==> src/pfcc_pkg.sv <==
package pfcc_pkg;

  localparam int REG_WIDTH = 16;
  localparam logic [7:0] CMD_OFFSET = 8'h04;
  localparam logic [15:0] CMD_RESET = 16'h0000;
  // Bits that keep a written value; bits 7, 5 and 3 stay zero.
  localparam logic [15:0] CMD_WRITE_MASK = 16'hFF57;
  localparam int BIT_IO_SPACE = 0;
  localparam int BIT_MEM_SPACE = 1;
  localparam int BIT_BUS_MASTER = 2;
  localparam int BIT_SPECIAL_CYCLE = 3;
  localparam int BIT_WRITE_INVALIDATE = 4;
  localparam int BIT_PALETTE_SNOOP = 5;
  localparam int BIT_PARITY_RESPONSE = 6;
  localparam int BIT_STEPPING = 7;
  localparam int BIT_SYSTEM_ERROR = 8;
  localparam int BIT_FAST_B2B = 9;
  localparam int STAT_DETECTED_PARITY = 15;

endpackage : pfcc_pkg

==> src/pfcc_cfg_if.sv <==
`timescale 1ns/1ps
interface pfcc_cfg_if;
  logic wr;
  logic [1:0] byte_en;
  logic [15:0] wdata;
  logic [15:0] value;

  modport bank (
    input wr,
    input byte_en,
    input wdata,
    output value
  );
  modport ctrl (
    output wr,
    output byte_en,
    output wdata,
    input value
  );
endinterface : pfcc_cfg_if

==> src/pfcc_command.sv <==
`timescale 1ns/1ps
module pfcc_command (
  input wire logic clk,
  input wire logic srst,
  input wire logic cfg_access,
  input wire logic cfg_write,
  input wire logic [7:0] cfg_offset,
  input wire logic [1:0] cfg_byte_en,
  input wire logic [15:0] cfg_wdata,
  input wire logic mem_access,
  input wire logic io_access,
  input wire logic master_request,
  input wire logic mwi_request,
  input wire logic b2b_request,
  input wire logic b2b_same_agent,
  input wire logic drive_cycle,
  input wire logic [31:0] drive_data,
  input wire logic [3:0] drive_cbe,
  input wire logic data_parity_error,
  input wire logic addr_parity_error,
  input wire logic detected_parity_clear,
  output logic [15:0] cfg_rdata,
  output logic mem_claim,
  output logic io_claim,
  output logic master_grant,
  output logic mwi_grant,
  output logic b2b_grant,
  output logic par_out,
  output logic perr_out,
  output logic perr_oe,
  output logic serr_n_out,
  output logic serr_n_oe,
  output logic detected_parity_error_flag
);

  ////////////////////////////////////////////////////////////////////////////////
  pfcc_cfg_if cfg_bus ();
  logic [15:0] cmd;
  logic hit;
  logic perr_assert;
  logic serr_assert;
  logic next_mem_claim;
  logic next_io_claim;
  logic next_master;
  logic next_mwi;
  logic next_b2b;
  logic next_par;
  logic next_parity_flag;
  logic parity_response_on;
  logic system_error_on;

  function automatic logic cmd_bit(input logic [15:0] value, input int idx);
    cmd_bit = value[idx];
  endfunction : cmd_bit

  assign hit = cfg_access && (cfg_offset == pfcc_pkg::CMD_OFFSET);
  assign cfg_bus.wr = hit && cfg_write;
  assign cfg_bus.byte_en = cfg_byte_en;
  assign cfg_bus.wdata = cfg_wdata;
  assign cmd = cfg_bus.value;
  assign parity_response_on = cmd_bit(cmd, pfcc_pkg::BIT_PARITY_RESPONSE);
  assign system_error_on = cmd_bit(cmd, pfcc_pkg::BIT_SYSTEM_ERROR);

  pfcc_reg_bank u_bank (
    .clk(clk),
    .srst(srst),
    .cfg(cfg_bus)
  );

  pfcc_parity_ctl u_parity (
    .clk(clk),
    .srst(srst),
    .parity_enable(parity_response_on),
    .serr_enable(system_error_on),
    .data_parity_error(data_parity_error),
    .addr_parity_error(addr_parity_error),
    .perr_assert(perr_assert),
    .serr_assert(serr_assert)
  );

  ////////////////////////////////////////////////////////////////////////////////
  // An all-zero register clears every enable, so only configuration cycles remain.
  assign next_mem_claim = mem_access && cmd_bit(cmd, pfcc_pkg::BIT_MEM_SPACE);
  assign next_io_claim = io_access && cmd_bit(cmd, pfcc_pkg::BIT_IO_SPACE);
  assign next_master = master_request && cmd_bit(cmd, pfcc_pkg::BIT_BUS_MASTER);
  assign next_mwi = next_master && mwi_request
                    && cmd_bit(cmd, pfcc_pkg::BIT_WRITE_INVALIDATE);
  assign next_b2b = next_master && b2b_request
                    && (b2b_same_agent || cmd_bit(cmd, pfcc_pkg::BIT_FAST_B2B));
  // Parity is produced regardless of the parity response bit.
  assign next_par = drive_cycle ? ^{drive_data, drive_cbe} : 1'b0;
  // Set wins over a simultaneous clear so no error is lost.
  assign next_parity_flag = (data_parity_error || addr_parity_error)
                    || (detected_parity_error_flag && !detected_parity_clear);

  always_ff @(posedge clk) begin
    if (srst) begin
      cfg_rdata <= 16'h0000;
      mem_claim <= 1'b0;
      io_claim <= 1'b0;
      master_grant <= 1'b0;
      mwi_grant <= 1'b0;
      b2b_grant <= 1'b0;
      par_out <= 1'b0;
      detected_parity_error_flag <= 1'b0;
    end else begin
      cfg_rdata <= hit ? cmd : 16'h0000;
      mem_claim <= next_mem_claim;
      io_claim <= next_io_claim;
      master_grant <= next_master;
      mwi_grant <= next_mwi;
      b2b_grant <= next_b2b;
      par_out <= next_par;
      detected_parity_error_flag <= next_parity_flag;
    end
  end

  // Special cycles and palette writes have no path here; they are never snooped.
  always_ff @(posedge clk) begin
    if (srst) begin
      perr_out <= 1'b0;
      perr_oe <= 1'b0;
      serr_n_out <= 1'b1;
      serr_n_oe <= 1'b0;
    end else begin
      perr_out <= 1'b0;
      perr_oe <= perr_assert;
      serr_n_out <= 1'b0;
      // Open-drain: driver only enabled with the system error enable bit.
      serr_n_oe <= serr_assert && system_error_on;
    end
  end

  ////////////////////////////////////////////////////////////////////////////////
  a_zero_detach: assert property (@(posedge clk) disable iff (srst)
    (cmd == 16'h0000) && !$past(srst) |=> !mem_claim && !io_claim && !master_grant)
    else $error("detached function responded");

  a_serr_gated: assert property (@(posedge clk) disable iff (srst)
    serr_n_oe |-> $past(cmd[8]))
    else $error("system error driven while disabled");

  a_perr_gated: assert property (@(posedge clk) disable iff (srst)
    data_parity_error && !cmd[6] |-> ##2 !perr_oe)
    else $error("parity error output while response off");

  a_parity_flag_sets: assert property (@(posedge clk) disable iff (srst)
    data_parity_error |=> detected_parity_error_flag)
    else $error("detected parity flag not set");

  a_b2b_agent: assert property (@(posedge clk) disable iff (srst)
    b2b_grant |-> $past(b2b_same_agent) || $past(cmd[9]))
    else $error("fast back-to-back to other agent");

  a_mwi_enable: assert property (@(posedge clk) disable iff (srst)
    mwi_grant |-> $past(cmd[4]) && $past(cmd[2]))
    else $error("write and invalidate without enable");

  a_parity_gen: assert property (@(posedge clk) disable iff (srst)
    drive_cycle |=> par_out == ^{$past(drive_data), $past(drive_cbe)})
    else $error("wrong parity generated");

  a_mem_gate: assert property (@(posedge clk) disable iff (srst)
    mem_claim |-> $past(cmd[1]) && $past(mem_access))
    else $error("memory claim while disabled");

  a_rdata_ro: assert property (@(posedge clk) disable iff (srst)
    cfg_rdata[7] == 1'b0 && cfg_rdata[5] == 1'b0 && cfg_rdata[3] == 1'b0)
    else $error("read-only bit read as one");

  a_io_gate: assert property (@(posedge clk) disable iff (srst)
    io_claim |-> $past(cmd[0]) && $past(io_access))
    else $error("io claim while disabled");

  a_master_gate: assert property (@(posedge clk) disable iff (srst)
    master_grant |-> $past(cmd[2]) && $past(master_request))
    else $error("master grant while disabled");

  a_io_blocked: assert property (@(posedge clk) disable iff (srst)
    !cmd[0] |=> !io_claim)
    else $error("io claim with io space off");

  a_master_blocked: assert property (@(posedge clk) disable iff (srst)
    !cmd[2] |=> !master_grant && !mwi_grant && !b2b_grant)
    else $error("master activity with bus master off");

  a_mwi_blocked: assert property (@(posedge clk) disable iff (srst)
    !cmd[4] |=> !mwi_grant)
    else $error("write and invalidate with enable off");

  a_b2b_block: assert property (@(posedge clk) disable iff (srst)
    !b2b_same_agent && !cmd[9] |=> !b2b_grant)
    else $error("back-to-back to other agent with bit 9 clear");

  ////////////////////////////////////////////////////////////////////////////////
  // Positive checks: a gate that never opens would pass every blocking check above.
  a_mem_follows: assert property (@(posedge clk) disable iff (srst)
    mem_access && cmd[1] |=> mem_claim)
    else $error("enabled memory access not claimed");

  a_io_follows: assert property (@(posedge clk) disable iff (srst)
    io_access && cmd[0] |=> io_claim)
    else $error("enabled io access not claimed");

  a_master_follows: assert property (@(posedge clk) disable iff (srst)
    master_request && cmd[2] |=> master_grant)
    else $error("enabled master request not granted");

  a_mwi_follows: assert property (@(posedge clk) disable iff (srst)
    master_request && mwi_request && cmd[2] && cmd[4] |=> mwi_grant)
    else $error("enabled write and invalidate not granted");

  a_b2b_same: assert property (@(posedge clk) disable iff (srst)
    master_request && b2b_request && cmd[2] && b2b_same_agent |=> b2b_grant)
    else $error("same-agent back-to-back not granted");

  a_perr_timing: assert property (@(posedge clk) disable iff (srst)
    data_parity_error && cmd[6] |-> ##2 perr_oe)
    else $error("parity error output missing");

  a_perr_cause: assert property (@(posedge clk) disable iff (srst)
    perr_oe |-> $past(data_parity_error, 2) && $past(cmd[6], 2))
    else $error("parity error output without cause");

  // Bit 8 is looked at twice, so a late clear of it must suppress the pin.
  a_serr_timing: assert property (@(posedge clk) disable iff (srst)
    addr_parity_error && cmd[8] && cmd[6] ##1 cmd[8] |-> ##1 serr_n_oe)
    else $error("system error output missing");

  a_serr_blocked: assert property (@(posedge clk) disable iff (srst)
    addr_parity_error && !(cmd[8] && cmd[6]) |-> ##2 !serr_n_oe)
    else $error("system error without both enables");

  a_serr_cause: assert property (@(posedge clk) disable iff (srst)
    serr_n_oe |-> $past(addr_parity_error, 2) && $past(cmd[6], 2))
    else $error("system error output without cause");

  a_flag_addr: assert property (@(posedge clk) disable iff (srst)
    addr_parity_error |=> detected_parity_error_flag)
    else $error("address parity error not flagged");

  a_flag_hold: assert property (@(posedge clk) disable iff (srst)
    detected_parity_error_flag && !detected_parity_clear |=> detected_parity_error_flag)
    else $error("detected parity flag lost");

  a_flag_clear: assert property (@(posedge clk) disable iff (srst)
    detected_parity_clear && !data_parity_error && !addr_parity_error
    |=> !detected_parity_error_flag)
    else $error("detected parity flag not cleared");

  a_par_idle: assert property (@(posedge clk) disable iff (srst)
    !drive_cycle |=> !par_out)
    else $error("parity driven on idle cycle");

  a_rdata_value: assert property (@(posedge clk) disable iff (srst)
    hit |=> cfg_rdata == $past(cmd))
    else $error("command read returned wrong value");

  a_rdata_miss: assert property (@(posedge clk) disable iff (srst)
    !hit |=> cfg_rdata == 16'h0000)
    else $error("read data without command hit");

  a_write_lands: assert property (@(posedge clk) disable iff (srst)
    hit && cfg_write && (cfg_byte_en == 2'b11)
    |=> cmd == ($past(cfg_wdata) & pfcc_pkg::CMD_WRITE_MASK))
    else $error("full write stored wrong value");

  a_low_lane_hold: assert property (@(posedge clk) disable iff (srst)
    hit && cfg_write && !cfg_byte_en[0] |=> cmd[7:0] == $past(cmd[7:0]))
    else $error("disabled lower lane changed");

  // Reset checks carry no disable, so the reset branch itself is watched.
  a_cmd_reset: assert property (@(posedge clk)
    srst |=> cmd == pfcc_pkg::CMD_RESET)
    else $error("command not cleared by reset");

  a_reset_outputs: assert property (@(posedge clk)
    srst |=> cfg_rdata == 16'h0000 && !mem_claim && !io_claim && !master_grant
             && !perr_oe && serr_n_out && !serr_n_oe && !detected_parity_error_flag)
    else $error("outputs not at reset value");

  c_master: cover property (@(posedge clk) master_grant);
  c_serr: cover property (@(posedge clk) serr_n_oe);
  c_perr: cover property (@(posedge clk) perr_oe);
  c_b2b_other: cover property (@(posedge clk) b2b_grant && !$past(b2b_same_agent));
  c_mwi: cover property (@(posedge clk) mwi_grant);

endmodule : pfcc_command

==> src/pfcc_reg_bank.sv <==
`timescale 1ns/1ps
module pfcc_reg_bank (
  input wire logic clk,
  input wire logic srst,
  pfcc_cfg_if.bank cfg
);

  logic [15:0] cmd;
  logic [15:0] lane_mask;
  logic [15:0] next_cmd;

  // Only enabled lanes and writable bits take the new value.
  assign lane_mask = {{8{cfg.byte_en[1]}}, {8{cfg.byte_en[0]}}}
                     & pfcc_pkg::CMD_WRITE_MASK;
  assign next_cmd = (cmd & ~lane_mask) | (cfg.wdata & lane_mask);
  assign cfg.value = cmd;

  always_ff @(posedge clk) begin
    if (srst) begin
      cmd <= pfcc_pkg::CMD_RESET;
    end else if (cfg.wr) begin
      cmd <= next_cmd;
    end
  end

  a_readonly_zero: assert property (@(posedge clk) disable iff (srst)
    (cmd[7] == 1'b0) && (cmd[5] == 1'b0) && (cmd[3] == 1'b0))
    else $error("read-only command bit is set");

  a_lane_hold: assert property (@(posedge clk) disable iff (srst)
    cfg.wr && !cfg.byte_en[1] |=> cmd[15:8] == $past(cmd[15:8]))
    else $error("disabled upper lane changed");

endmodule : pfcc_reg_bank

==> src/pfcc_parity_ctl.sv <==
`timescale 1ns/1ps
module pfcc_parity_ctl (
  input wire logic clk,
  input wire logic srst,
  input wire logic parity_enable,
  input wire logic serr_enable,
  input wire logic data_parity_error,
  input wire logic addr_parity_error,
  output logic perr_assert,
  output logic serr_assert
);

  logic next_perr;
  logic next_serr;

  assign next_perr = parity_enable & data_parity_error;
  assign next_serr = serr_enable & parity_enable & addr_parity_error;

  always_ff @(posedge clk) begin
    if (srst) begin
      perr_assert <= 1'b0;
      serr_assert <= 1'b0;
    end else begin
      perr_assert <= next_perr;
      serr_assert <= next_serr;
    end
  end

  a_serr_needs_both: assert property (@(posedge clk) disable iff (srst)
    serr_assert |-> $past(serr_enable) && $past(parity_enable))
    else $error("system error without both enables");

endmodule : pfcc_parity_ctl

==> config.mk <==
export PLATFORM = sky130hd
export DESIGN_NAME = pfcc_command
export DESIGN_NICKNAME = d
export VERILOG_FILES = /design/src/pfcc_pkg.sv /design/src/pfcc_cfg_if.sv /design/src/pfcc_command.sv /design/src/pfcc_reg_bank.sv /design/src/pfcc_parity_ctl.sv
export SDC_FILE = /design/constraint.sdc
export NUM_CORES = 1
export LEC_CHECK = 0
export BUFFER_PORTS_ARGS = -buffer_cell sky130_fd_sc_hd__buf_4
export CAP_MARGIN = 40
export CORE_MARGIN = 3
export CORE_UTILIZATION = 39
export DETAILED_ROUTE_END_ITERATION = 10
export PLACE_DENSITY_LB_ADDON = 0.2
export SYNTH_ARGS = -nofsm -noshare
export SYNTH_HDL_FRONTEND = slang
export SYNTH_HIERARCHICAL = 1
export SYNTH_SLANG_ARGS = --single-unit
export TNS_END_PERCENT = 1
==> constraint.sdc <==
create_clock -name clk -period 1.4 [get_ports clk]
set_input_delay 0.14 -clock clk [delete_from_list [all_inputs] [get_ports clk]]
set_output_delay 0.14 -clock clk [all_outputs]
set_load 0.01 [all_outputs]
==> results by stage, run 1 <==
Outcome:
- The flow ran to the end, and the final reports show no timing, DRC or antenna violations.

Worst setup path:
- Counting cells, the worst reg-to-reg path comes to 2.
- Along the worst path, the maximum fanout reaches 2.
- The worst setup path is of the in2reg kind.
- The most used cell along the critical path is xnor2_1.
- The critical-path cell with the highest stage delay is xnor3_1.
- The count of buffering cells on the critical path with inverters included is 1.
- The signal on the critical path passes through buf_4 -> xnor2_1 -> xnor2_1 -> xnor3_1 -> or3b_1 -> mux2i_1.
- The worst path arrival time is 1490 ps.
- The kind of cell with the highest combined delay along the critical path is XOR/XNOR gates.
- The required time at the endpoint of the critical path is 1610 ps.
- The kind of start point of the critical path is an input pin.
- The worst setup path is captured at a flip-flop.
- The stage delay of the slowest cell on the critical path is 430 ps.
- The number of cells on the critical path is 6.

Synth:
- The top cell type's share of synthesized area is 46.6%.
- The number of warning messages in the yosys log is 6.
- The most frequently used cell type in the post-synthesis netlist is dfxtp_1.
- The commonest cells after synthesis are 41 x dfxtp_1, 25 x xnor2_1, 16 x and2_1.
- The synthesized area per cell is 10.4 um^2.
- In this run, distinct cell masters in the synthesized netlist total 33.
- The main flop type after synthesis is dfxtp_1.
- The share of the Yosys chip area taken by registers is 46.6%.
- The synthesized area is 0.00176 mm^2.
- The share of flip-flops with an asynchronous set or reset after synthesis is 0%.
- The biggest area contributor in the post-synthesis netlist is dfxtp_1.
- The flip-flop and latch count after synthesis is 41.
- Synthesis produced a netlist whose cell count is 169.
- Sorting the synthesized cells by area gives the leading types as dfxtp_1 47%, xnor2_1 12%, and2_1 5.7%.
- Counting flops with a built-in enable in the synthesized netlist gives 0.

Floorplan:
- The region available for standard cell placement spans 0.00417 mm^2.
- The die covers 0.00536 mm^2.
- Pin placement for this block handled 103 I/O pins.
- Measured along the y axis, the die boundary spans 73.2 um.
- The number of rows created at floorplan is 23.
- The starting density of the core is 42.2%.
- In this run the horizontal extent of the chip is 73.2 um.

Placement:
- The placement-stage cell area is 0.00252 mm^2.
- The count of port buffers added during placement is 98.
- Detailed placement ended at an HPWL of 3.01 mm.
- The total placed cells including tap cells is 313.
- At the end of routability-driven placement, the weighted congestion stood at 0.684.
- The post-placement setup slack is -177 ps.

Global routing:
- Across every metal layer, demand over resource in global routing totals 13.9%.
- The via count of the first global-routing pass is 1398.
- The initial antenna violation count is 0.
- The pin count of the biggest net entering global routing is 17.
- In the global route stage, met2 resource usage came out at 25.1%.
- After global routing the overflow that remains totals 0.
- The global routing usage on met3 is 5.37%.
- The peak-usage layer in the global routing report is met2.
- The fraction of met1 tracks used by global routing is 15.3%.
- The first global-routing pass estimated 5.90 mm of wire.

STA:
- The number of max-slew violations in the final report came to 0.
- The maximum clock skew at final layout is 4.44 ps.
- The maximum clock rate is 780 MHz.
- The final critical delay including setup and external delays is 1280 ps.
- Setup repair after global routing left no endpoint under its margin.
- The final hold violation count is 0.
- In the finished design, the share of the clock period the worst path needs comes to 91.5%.
- In the post-route analysis, the smallest setup slack over all paths is 119 ps.
- Setup violations remaining at the end of the flow were counted as 0.

CTS:
- The number of clock sinks seen by CTS is 41.
- The number of buffers inserted by hold repair at cts is 0.
- Clock-pin slew was measured on the worst setup and hold paths at 80 ps.
- The number of clock buffers inserted by TritonCTS is 5.
- The root buffer selected by CTS is clkbuf_8.
- Buffers added to address setup during post-CTS repair amount to 0.
- Clock latency on the worst-skew pair, taken at its later pin, is 280 ps.
- The CTS tree is yes.
- The number of gates resized after cts is 0.
- The clock passes through at most 2 buffers.
- The number of H-tree branching levels is 2.

Detailed routing:
- The final routed wirelength across all metal layers is 3.79 mm.
- The final route contains 1431 vias.
- The final routed DRC violation total is 0.
- After detailed routing, the average wire length per cell comes to 11.8 um.
- After the first detailed-routing iteration, the DRC count stood at 41.
- The number of nets still failing antenna checks after routing is 0.
- The first-pass detailed-route iteration total is 4.
- The post-detailed-route via-to-cell ratio is 4.46.

Min path:
- The depth of the worst hold-timing path is 3.
- The worst min-delay path class is in2reg.

Cells and area:
- Once layout is done, the placed cells without fillers occupy 0.00262 mm^2.
- The share of final-layout standard cells stronger than drive strength 1 is 45.8%.
- The number of nets in the finished design is 346.
- The area used by sequential logic in the layout is 821 um^2.
- The total of fill cells in the finished design is 394.
- The multi-input combinational cells in the finished layout cover a total of 845 um^2.
- The relative area change from synthesis to final layout is 48.5%.
- The number of antenna diodes in the final layout is 0.
- The final instance count without filler cells is 321.
- The utilization of the core after routing is 62.7%.

Power:
- The analysis attributes to cell leakage a power of 1.20 nW.
- Across the VDD grid, the largest voltage drop is 0.710 mV.
- After layout, the design draws a total of 2.49 mW.
- Power spread over the standard cell area amounts to 950 mW/mm^2.

Flow run:
- The tool flagged a number of max-cap violations equal to 0.
## layout by cell type (no fill, tap or decap), types with 2 or more instances in the layout
cell type,count
a21bo_1,7
a21bo_2,6
a21oi_1,12
a21oi_2,2
and2_1,16
buf_4,105
clkbuf_8,6
conb_1,4
dfxtp_1,41
nand2_1,4
nand3_1,13
nor2_1,6
nor3_1,2
xnor2_1,25
xnor3_1,2
xor2_1,4
## power breakdown
part	leakage [nW]	switching (mW)	internal, mW	total, mW
sequential	0.331	0.00432	1.18	1.19
clock	0.0512	0.390	0.399	0.789
combinational	0.819	0.168	0.343	0.511
## cell type report
cell class                 count  share of cell area (%)
clock inverter                 2                   0.526
timing repair buffer         105                    30.1
sequential                    41                    31.4
tap                           50                    2.39
inverter                       1                   0.143
multi-input combinational    116                    32.3
clock buffer                   6                    3.16
## final timing paths
kind,from,to,slack [ps]
hold reg to reg,u_parity/serr_assert,serr_n_oe,420
setup / recovery,drive_data[14],par_out,120
setup reg to reg,flip-flop,flip-flop,620
hold / removal,io_access,io_claim,80
## cell families after synthesis
group | share of synthesized area (%)
simple gates | 16.4
other cells | 0.426
buf+inv | 6.04
compound gates | 12.1
mux | 0.568
flops | 46.6
xor+xnor | 17.9
## per-stage QoR
stage          hold WS, ps  setup TNS [ps]
3_3_place_gp           361            -396
5_1_grt               74.3               0
6_report              77.1               0
2_1_floorplan          168               0
4_1_cts               75.5               0
3_5_place_dp           376            -364
## worst reg2reg max path: stages, from the launching register on
cell	delay (ps)
dfxtp_1	340
a21bo_1	210
a21oi_1	160
## metal layers
layer	part of all wire (%)	wire, um	vias up
met3	10	388	2
met4	0.58	22	0
met5	0	0	-
met2	49	1870	53
met1	40	1520	628
li1	-	-	748
Power figures use the tool's default switching activity.
==> inputs of run 2 (changes only) <==
--- a/config.mk
+++ b/config.mk
@@ -8,7 +8,7 @@
 export BUFFER_PORTS_ARGS = -buffer_cell sky130_fd_sc_hd__buf_4
 export CAP_MARGIN = 40
 export CORE_MARGIN = 3
-export CORE_UTILIZATION = 39
+export CORE_UTILIZATION = 43
 export DETAILED_ROUTE_END_ITERATION = 10
 export PLACE_DENSITY_LB_ADDON = 0.2
 export SYNTH_ARGS = -nofsm -noshare
==> constraint.sdc (replaced) <==
create_clock -name clk -period 1.45 [get_ports clk]
set_input_delay 0.145 -clock clk [delete_from_list [all_inputs] [get_ports clk]]
set_output_delay 0.145 -clock clk [all_outputs]
set_load 0.01 [all_outputs]
==> results by stage, run 2 (same netlist as run 1, synthesis figures left out) <==
Power:
- Dividing total power by cell area gives a power density of 907 mW/mm^2.
- The internal portion of the total power is 1.80 mW.
- In this run, the clock network consumes 29.8% of the power.
- Of the total power, combinational logic draws 21.2%.
- The analysis attributes to net switching a power of 534 uW.
- Of the total power, registers draw 49.0%.
- The switching power share of the total is 22.8%.
- The reported leakage power is 1.17 nW.
- Across the VDD grid, the largest voltage drop is 0.552 mV.

CTS:
- The clock net in this run drives a total of 41 sinks.
- The CTS tree is yes.
- Buffers inserted to repair hold after CTS numbered 0.
- The number of gates resized after cts is 0.
- The number of clock buffers inserted by TritonCTS is 5.
- The later pin in the worst-skew pair is clocked with a latency of 280 ps.
- The post-CTS clock slew at the launch and capture registers of the worst setup and hold paths is 80 ps.
- The longest clock path from root to sink contains 2 buffers.
- After clock tree synthesis, the setup repair step added 0 buffers.
- The root buffer selected by CTS is clkbuf_8.
- The number of H-tree branching levels is 2.

STA:
- Hold timing on the final database bottoms out at a slack of 72.0 ps.
- The final setup slack of the worst path is 172 ps.
- Setup repair after global routing left no endpoint under its margin.
- The post-route setup TNS is 0 ps.
- The maximum clock rate is 782 MHz.
- The final hold violation count is 0.
- The final critical delay including setup and external delays is 1280 ps.
- Across the routed clock network, the largest skew measured is 5.72 ps.
- The total setup violations reported at the end of the flow is 0.
- The number of max-slew violations in the final report is 0.
- The final worst-path cycle share is 88.1%.

Floorplan:
- Measured along the x axis, the die boundary spans 70.0 um.
- The starting density of the core is 46.4%.
- The top-level port count is 103.
- From bottom edge to top edge, the die measures 70.0 um.
- The die area is 0.00490 mm^2.
- The number of rows created at floorplan is 22.
- The core region is 0.00380 mm^2.

Detailed routing:
- The count of nets left with antenna violations once routing finished came out at 0.
- The final routed wirelength across all metal layers is 3.79 mm.
- The final routed DRC violation total is 0.
- The post-detailed-route wirelength per cell is 12.1 um.
- The post-detailed-route via-to-cell ratio is 4.52.
- After the first detailed-routing iteration, the DRC count stood at 27.
- The first-pass detailed-route iteration total is 4.
- The via count is 1418.

Placement:
- Before CTS, the worst setup slack after placement is -117 ps.
- The final HPWL from detailed placement is 2.96 mm.
- During placement, the flow inserted port buffers numbering 98.
- Routability-driven placement finished with a final weighted congestion of 0.688.

Cells and area:
- The most common cell after layout, fill and taps aside is buf_4.
- Cells with a size suffix above 1 make up 44.4% of the layout.
- In the layout the commonest cells are 99 x buf_4, 41 x dfxtp_1, 25 x xnor2_1.
- Relative to the synthesized area, the layout overhead comes to 46.2%.
- The antenna diode count is 0.
- In the final design database the tool counted 341 nets.
- The total of fill cells in the finished design is 325.

Worst setup path:
- STA classifies the critical path startpoint as an input pin.
- In this run the worst path has a maximum fanout of 2.
- The count of buffering cells on the critical path with inverters included is 1.
- The required time at the endpoint of the critical path is 1660 ps.
- The largest single stage delay on the critical path is 420 ps.
- Data arrives at the worst endpoint at 1490 ps.
- The category of cells accounting for the largest share of critical-path delay is XOR/XNOR gates.
- By instance count, the cell type seen most on the critical path is xnor2_1.
- Traced cell by cell, the critical path runs through buf_4 -> xnor2_1 -> xnor2_1 -> xnor3_1 -> or3b_1 -> mux2i_1.
- The worst setup path is captured at a flip-flop.
- The critical-path cell with the highest stage delay is xnor3_1.
- The reg-to-reg setup timing slack is 670 ps.
- The startpoint-to-endpoint class of the critical path is in2reg.

Global routing:
- The initial antenna violation count is 0.
- The global route total overflow is 0.
- The via count of the first global-routing pass came to 1389.
- The overall routing resource usage is 15.3%.
- Entering global routing, the biggest net connects 27 pins.
- The first global-routing pass estimated 6.21 mm of wire.

Flow run:
- The reported max-cap violation count is 0.

Outcome:
- The flow ran to the end, and the final reports show no timing, DRC or antenna violations.

Min path:
- The worst min-delay path class is in2reg.
-- run 2: power by group through the flow --
stage | Clock (mW) | Combinational [mW] | Sequential [mW]
after floorplan | 0 | 0.295 | 1.18
after global placement | 0 | 0.493 | 1.17
after detailed placement | 0 | 0.499 | 1.17
after CTS | 0.721 | 0.501 | 1.15
after global routing | 0.757 | 0.536 | 1.15
final | 0.696 | 0.495 | 1.15
-- run 2: final timing paths --
check                             from   endpoint  cells after the start
setup / recovery        drive_data[15]    par_out                      6
hold / removal              mem_access  mem_claim                      3
setup reg to reg             flip-flop  flip-flop                      2
hold reg to reg   u_parity/serr_assert  serr_n_oe                      2
-- run 2: worst reg2reg max path: stages, from the launching register on --
cell and delay, ps:
dfxtp_1 360, a21bo_1 210, a21oi_1 150
-- run 2: layout make-up --
type	instances	area, um^2	share of cell area [%]
Tap cell	48	60.1	2.33
Inverter	1	3.75	0.146
Clock buffer	5	68.8	2.67
Multi-Input combinational cell	116	842	32.7
Sequential cell	41	821	31.9
Clock inverter	3	17.5	0.680
Timing Repair Buffer	100	763	29.6
-- run 2: metrics by stage --
stage,util (%),power (mW),cells,instance area [um^2]
6_report,67.8,2.34,314,2580
5_1_grt,67.8,2.44,314,2580
4_1_cts,67.8,2.37,314,2580
3_5_place_dp,65.5,1.67,306,2490
3_3_place_gp,65.5,1.66,306,2490
2_1_floorplan,-,1.48,171,1770
-- run 2: metal layers --
metal	vias up	part of all wire (%)	global-route usage, %
met2	46	53	28.6
met3	4	7.0	4.32
met1	633	39	16.9
met5	-	0	0
met4	0	0.71	3.83
li1	735	-	-
==> inputs of run 3 (changes only) <==
--- a/config.mk
+++ b/config.mk
@@ -7,7 +7,7 @@
 export LEC_CHECK = 0
 export BUFFER_PORTS_ARGS = -buffer_cell sky130_fd_sc_hd__buf_4
 export CAP_MARGIN = 40
-export CORE_MARGIN = 3
+export CORE_MARGIN = 2
 export CORE_UTILIZATION = 43
 export DETAILED_ROUTE_END_ITERATION = 10
 export PLACE_DENSITY_LB_ADDON = 0.2
==> results by stage, run 3 (same netlist as run 1, synthesis figures left out) <==
STA:
- The post-route setup TNS is 0 ps.
- Dividing the final minimum period by the clock period gives 88.0%.
- Setup violations remaining at the end of the flow were counted as 0.
- The maximum clock skew at final layout is 2.84 ps.
- Setup repair after global routing left no endpoint under its margin.
- The smallest hold slack is 83.3 ps.
- The number of max-slew violations in the final report is 0.
- The final critical delay including setup and external delays is 1280 ps.
- The maximum clock rate is 784 MHz.
- The final hold violation count is 0.

Global routing:
- The global routing usage on met3 is 6.09%.
- The peak-usage layer in the global routing report is met2.
- The pin count of the biggest net entering global routing is 27.
- The initial antenna violation count was 0.
- Summed over all layers, the global routing overflow is 0.
- The overall routing resource usage is 16.3%.
- The first global-routing pass estimated 5.63 mm of wire.
- The fraction of met1 tracks used by global routing is 17.2%.
- The via count of the first global-routing pass came to 1328.
- For met2 alone, demand over resource in global routing was 29.2%.

Detailed routing:
- The first detailed-routing pass ran for 4 iterations.
- In the final routed layout, each cell accounts on average for 11.2 um.
- In the routed layout, each cell is associated on average with a via count of 4.52.
- The final routed DRC violation total is 0.
- The final routed wirelength across all metal layers is 3.56 mm.
- The via count is 1432.
- The number of nets still failing antenna checks after routing is 0.
- The number of design-rule violations left by the first detailed-router iteration is 36.

Power:
- The fraction of power consumed by sequential logic is 48.6%.
- After layout, the design draws a total of 2.36 mW.
- The worst supply voltage drop on vdd is 0.768 mV.
- The reported leakage power is 1.18 nW.
- In this run the power density over the cells is 910 mW/mm^2.
- The reported net switching power is 512 uW.
- The internal portion of the total power is 1.85 mW.
- Per report_power, the combinational group accounts for 20.8% of the total.
- The fraction of power consumed by the clock network is 30.6%.
- The switching power share of the total is 21.7%.

CTS:
- Hold repair after CTS inserted 0 buffers.
- Clock tree synthesis inserted a total of 5 buffers.
- The post-CTS clock slew at the launch and capture registers of the worst setup and hold paths is 70 ps.
- The number of clock sinks seen by CTS is 41.
- The maximum buffer depth of the clock tree is 2.
- Once the clock tree was built, the resizer swapped 0 gates to a different size.
- The root buffer selected by CTS is clkbuf_8.
- At the later pin of the worst-skew pair, clock insertion delay measures 280 ps.
- The clock tree synthesis step divided the H-tree into 2 levels.
- After clock tree synthesis, the setup repair step added 0 buffers.
- TritonCTS built the clock tree.

Worst setup path:
- The setup path with the least slack is of type in2reg.
- The type of destination of the critical path is a flip-flop.
- The worst setup path is launched from an input pin.
- The required time at the endpoint of the critical path is 1660 ps.
- Data on the critical path arrives at its endpoint at 1490 ps.
- In this design, the stage delay of the slowest critical-path cell is 420 ps.
- Walking the worst path, the cells encountered are buf_4 -> xor2_1 -> xnor2_1 -> xnor3_1 -> or3b_1 -> mux2i_1.
- Grouping stages by cell kind, the critical path spends the most delay in XOR/XNOR gates.
- The critical-path cell with the highest stage delay is xnor3_1.
- The maximum fanout encountered on the critical timing path is 2.
- The count of buffering cells on the critical path with inverters included is 1.

Floorplan:
- For this configuration, the core starts out at a cell density of 44.4%.
- The floorplan step set the die height to 68.0 um.
- Row generation in the floorplan step produced 23 rows.
- Pin placement for this block handled 103 I/O pins.
- The area of the core is 0.00397 mm^2.
- The die area is 0.00462 mm^2.
- The horizontal die dimension is 68.0 um.

Placement:
- The count of port buffers added during placement is 98.
- Detailed placement ended at an HPWL of 2.73 mm.
- The final weighted congestion in routability-driven placement is 0.681.
- The total placed cells including tap cells is 310.

Cells and area:
- Leaving out fill and tap cells, the most frequent cells in the layout are 101 x buf_4, 41 x dfxtp_1, 25 x xnor2_1.
- The relative area change from synthesis to final layout is 47.4%.
- The most common cell after layout, fill and taps aside is buf_4.
- The multi-input combinational cells in the finished layout cover a total of 845 um^2.
- The finished layout holds 317 standard cells, fillers aside.
- The utilization of the core after routing is 65.4%.
- The total of fill cells in the finished design is 353.
- The number of nets in the finished design is 343.
- Cells with a size suffix above 1 make up 44.6% of the layout.
- Summing all flip-flop and latch instances after layout gives 821 um^2.
- The antenna diode count is 0.

Flow run:
- Max-cap violations in this run came to 0.

Min path:
- The worst min-delay path class is in2reg.

Outcome:
- The run finished with clean final reports.
==> run 3: worst paths after layout <==
path | from | endpoint | slack [ps] | cells past startpoint
setup / recovery | drive_data[24] | par_out | 170 | 6
hold / removal | mem_access | mem_claim | 80 | 3
setup reg to reg | flip-flop | flip-flop | 680 | 2
hold reg to reg | u_parity/serr_assert | serr_n_oe | 420 | 2
==> run 3: per-layer routing <==
metal	vias to the layer above	part of all wire, %
li1	744	-
met1	633	39
met2	49	51
met3	6	7.8
met4	0	1.9
met5	-	0
==> run 3: power by group through the flow <==
stage / registers (mW) / clock network (mW) / logic, mW
2_1_floorplan: 1.18 / 0 / 0.295
3_3_place_gp: 1.17 / 0 / 0.495
3_5_place_dp: 1.17 / 0 / 0.497
4_1_cts: 1.15 / 0.742 / 0.500
5_1_grt: 1.15 / 0.795 / 0.535
6_report: 1.15 / 0.723 / 0.492
==> run 3: metrics by stage <==
stage          setup WS, ps  area (um^2)
6_report                174         2600
5_1_grt                90.1         2600
4_1_cts                 178         2600
3_5_place_dp           -113         2510
3_3_place_gp           -103         2510
2_1_floorplan          62.0         1770
==> run 3: final cells by class <==
| type | count | area share (%) |
|---|---|---|
| inverter | 1 | 0.145 |
| tap | 50 | 2.41 |
| sequential | 41 | 31.6 |
| multi-input combinational | 116 | 32.5 |
| timing repair buffer | 102 | 30.0 |
| clock buffer | 7 | 3.33 |
==> run 3: tightest hold or removal path, stage by stage <==
cell	delay, ps
buf_4	80
nand2_1	40
nor2_1	70
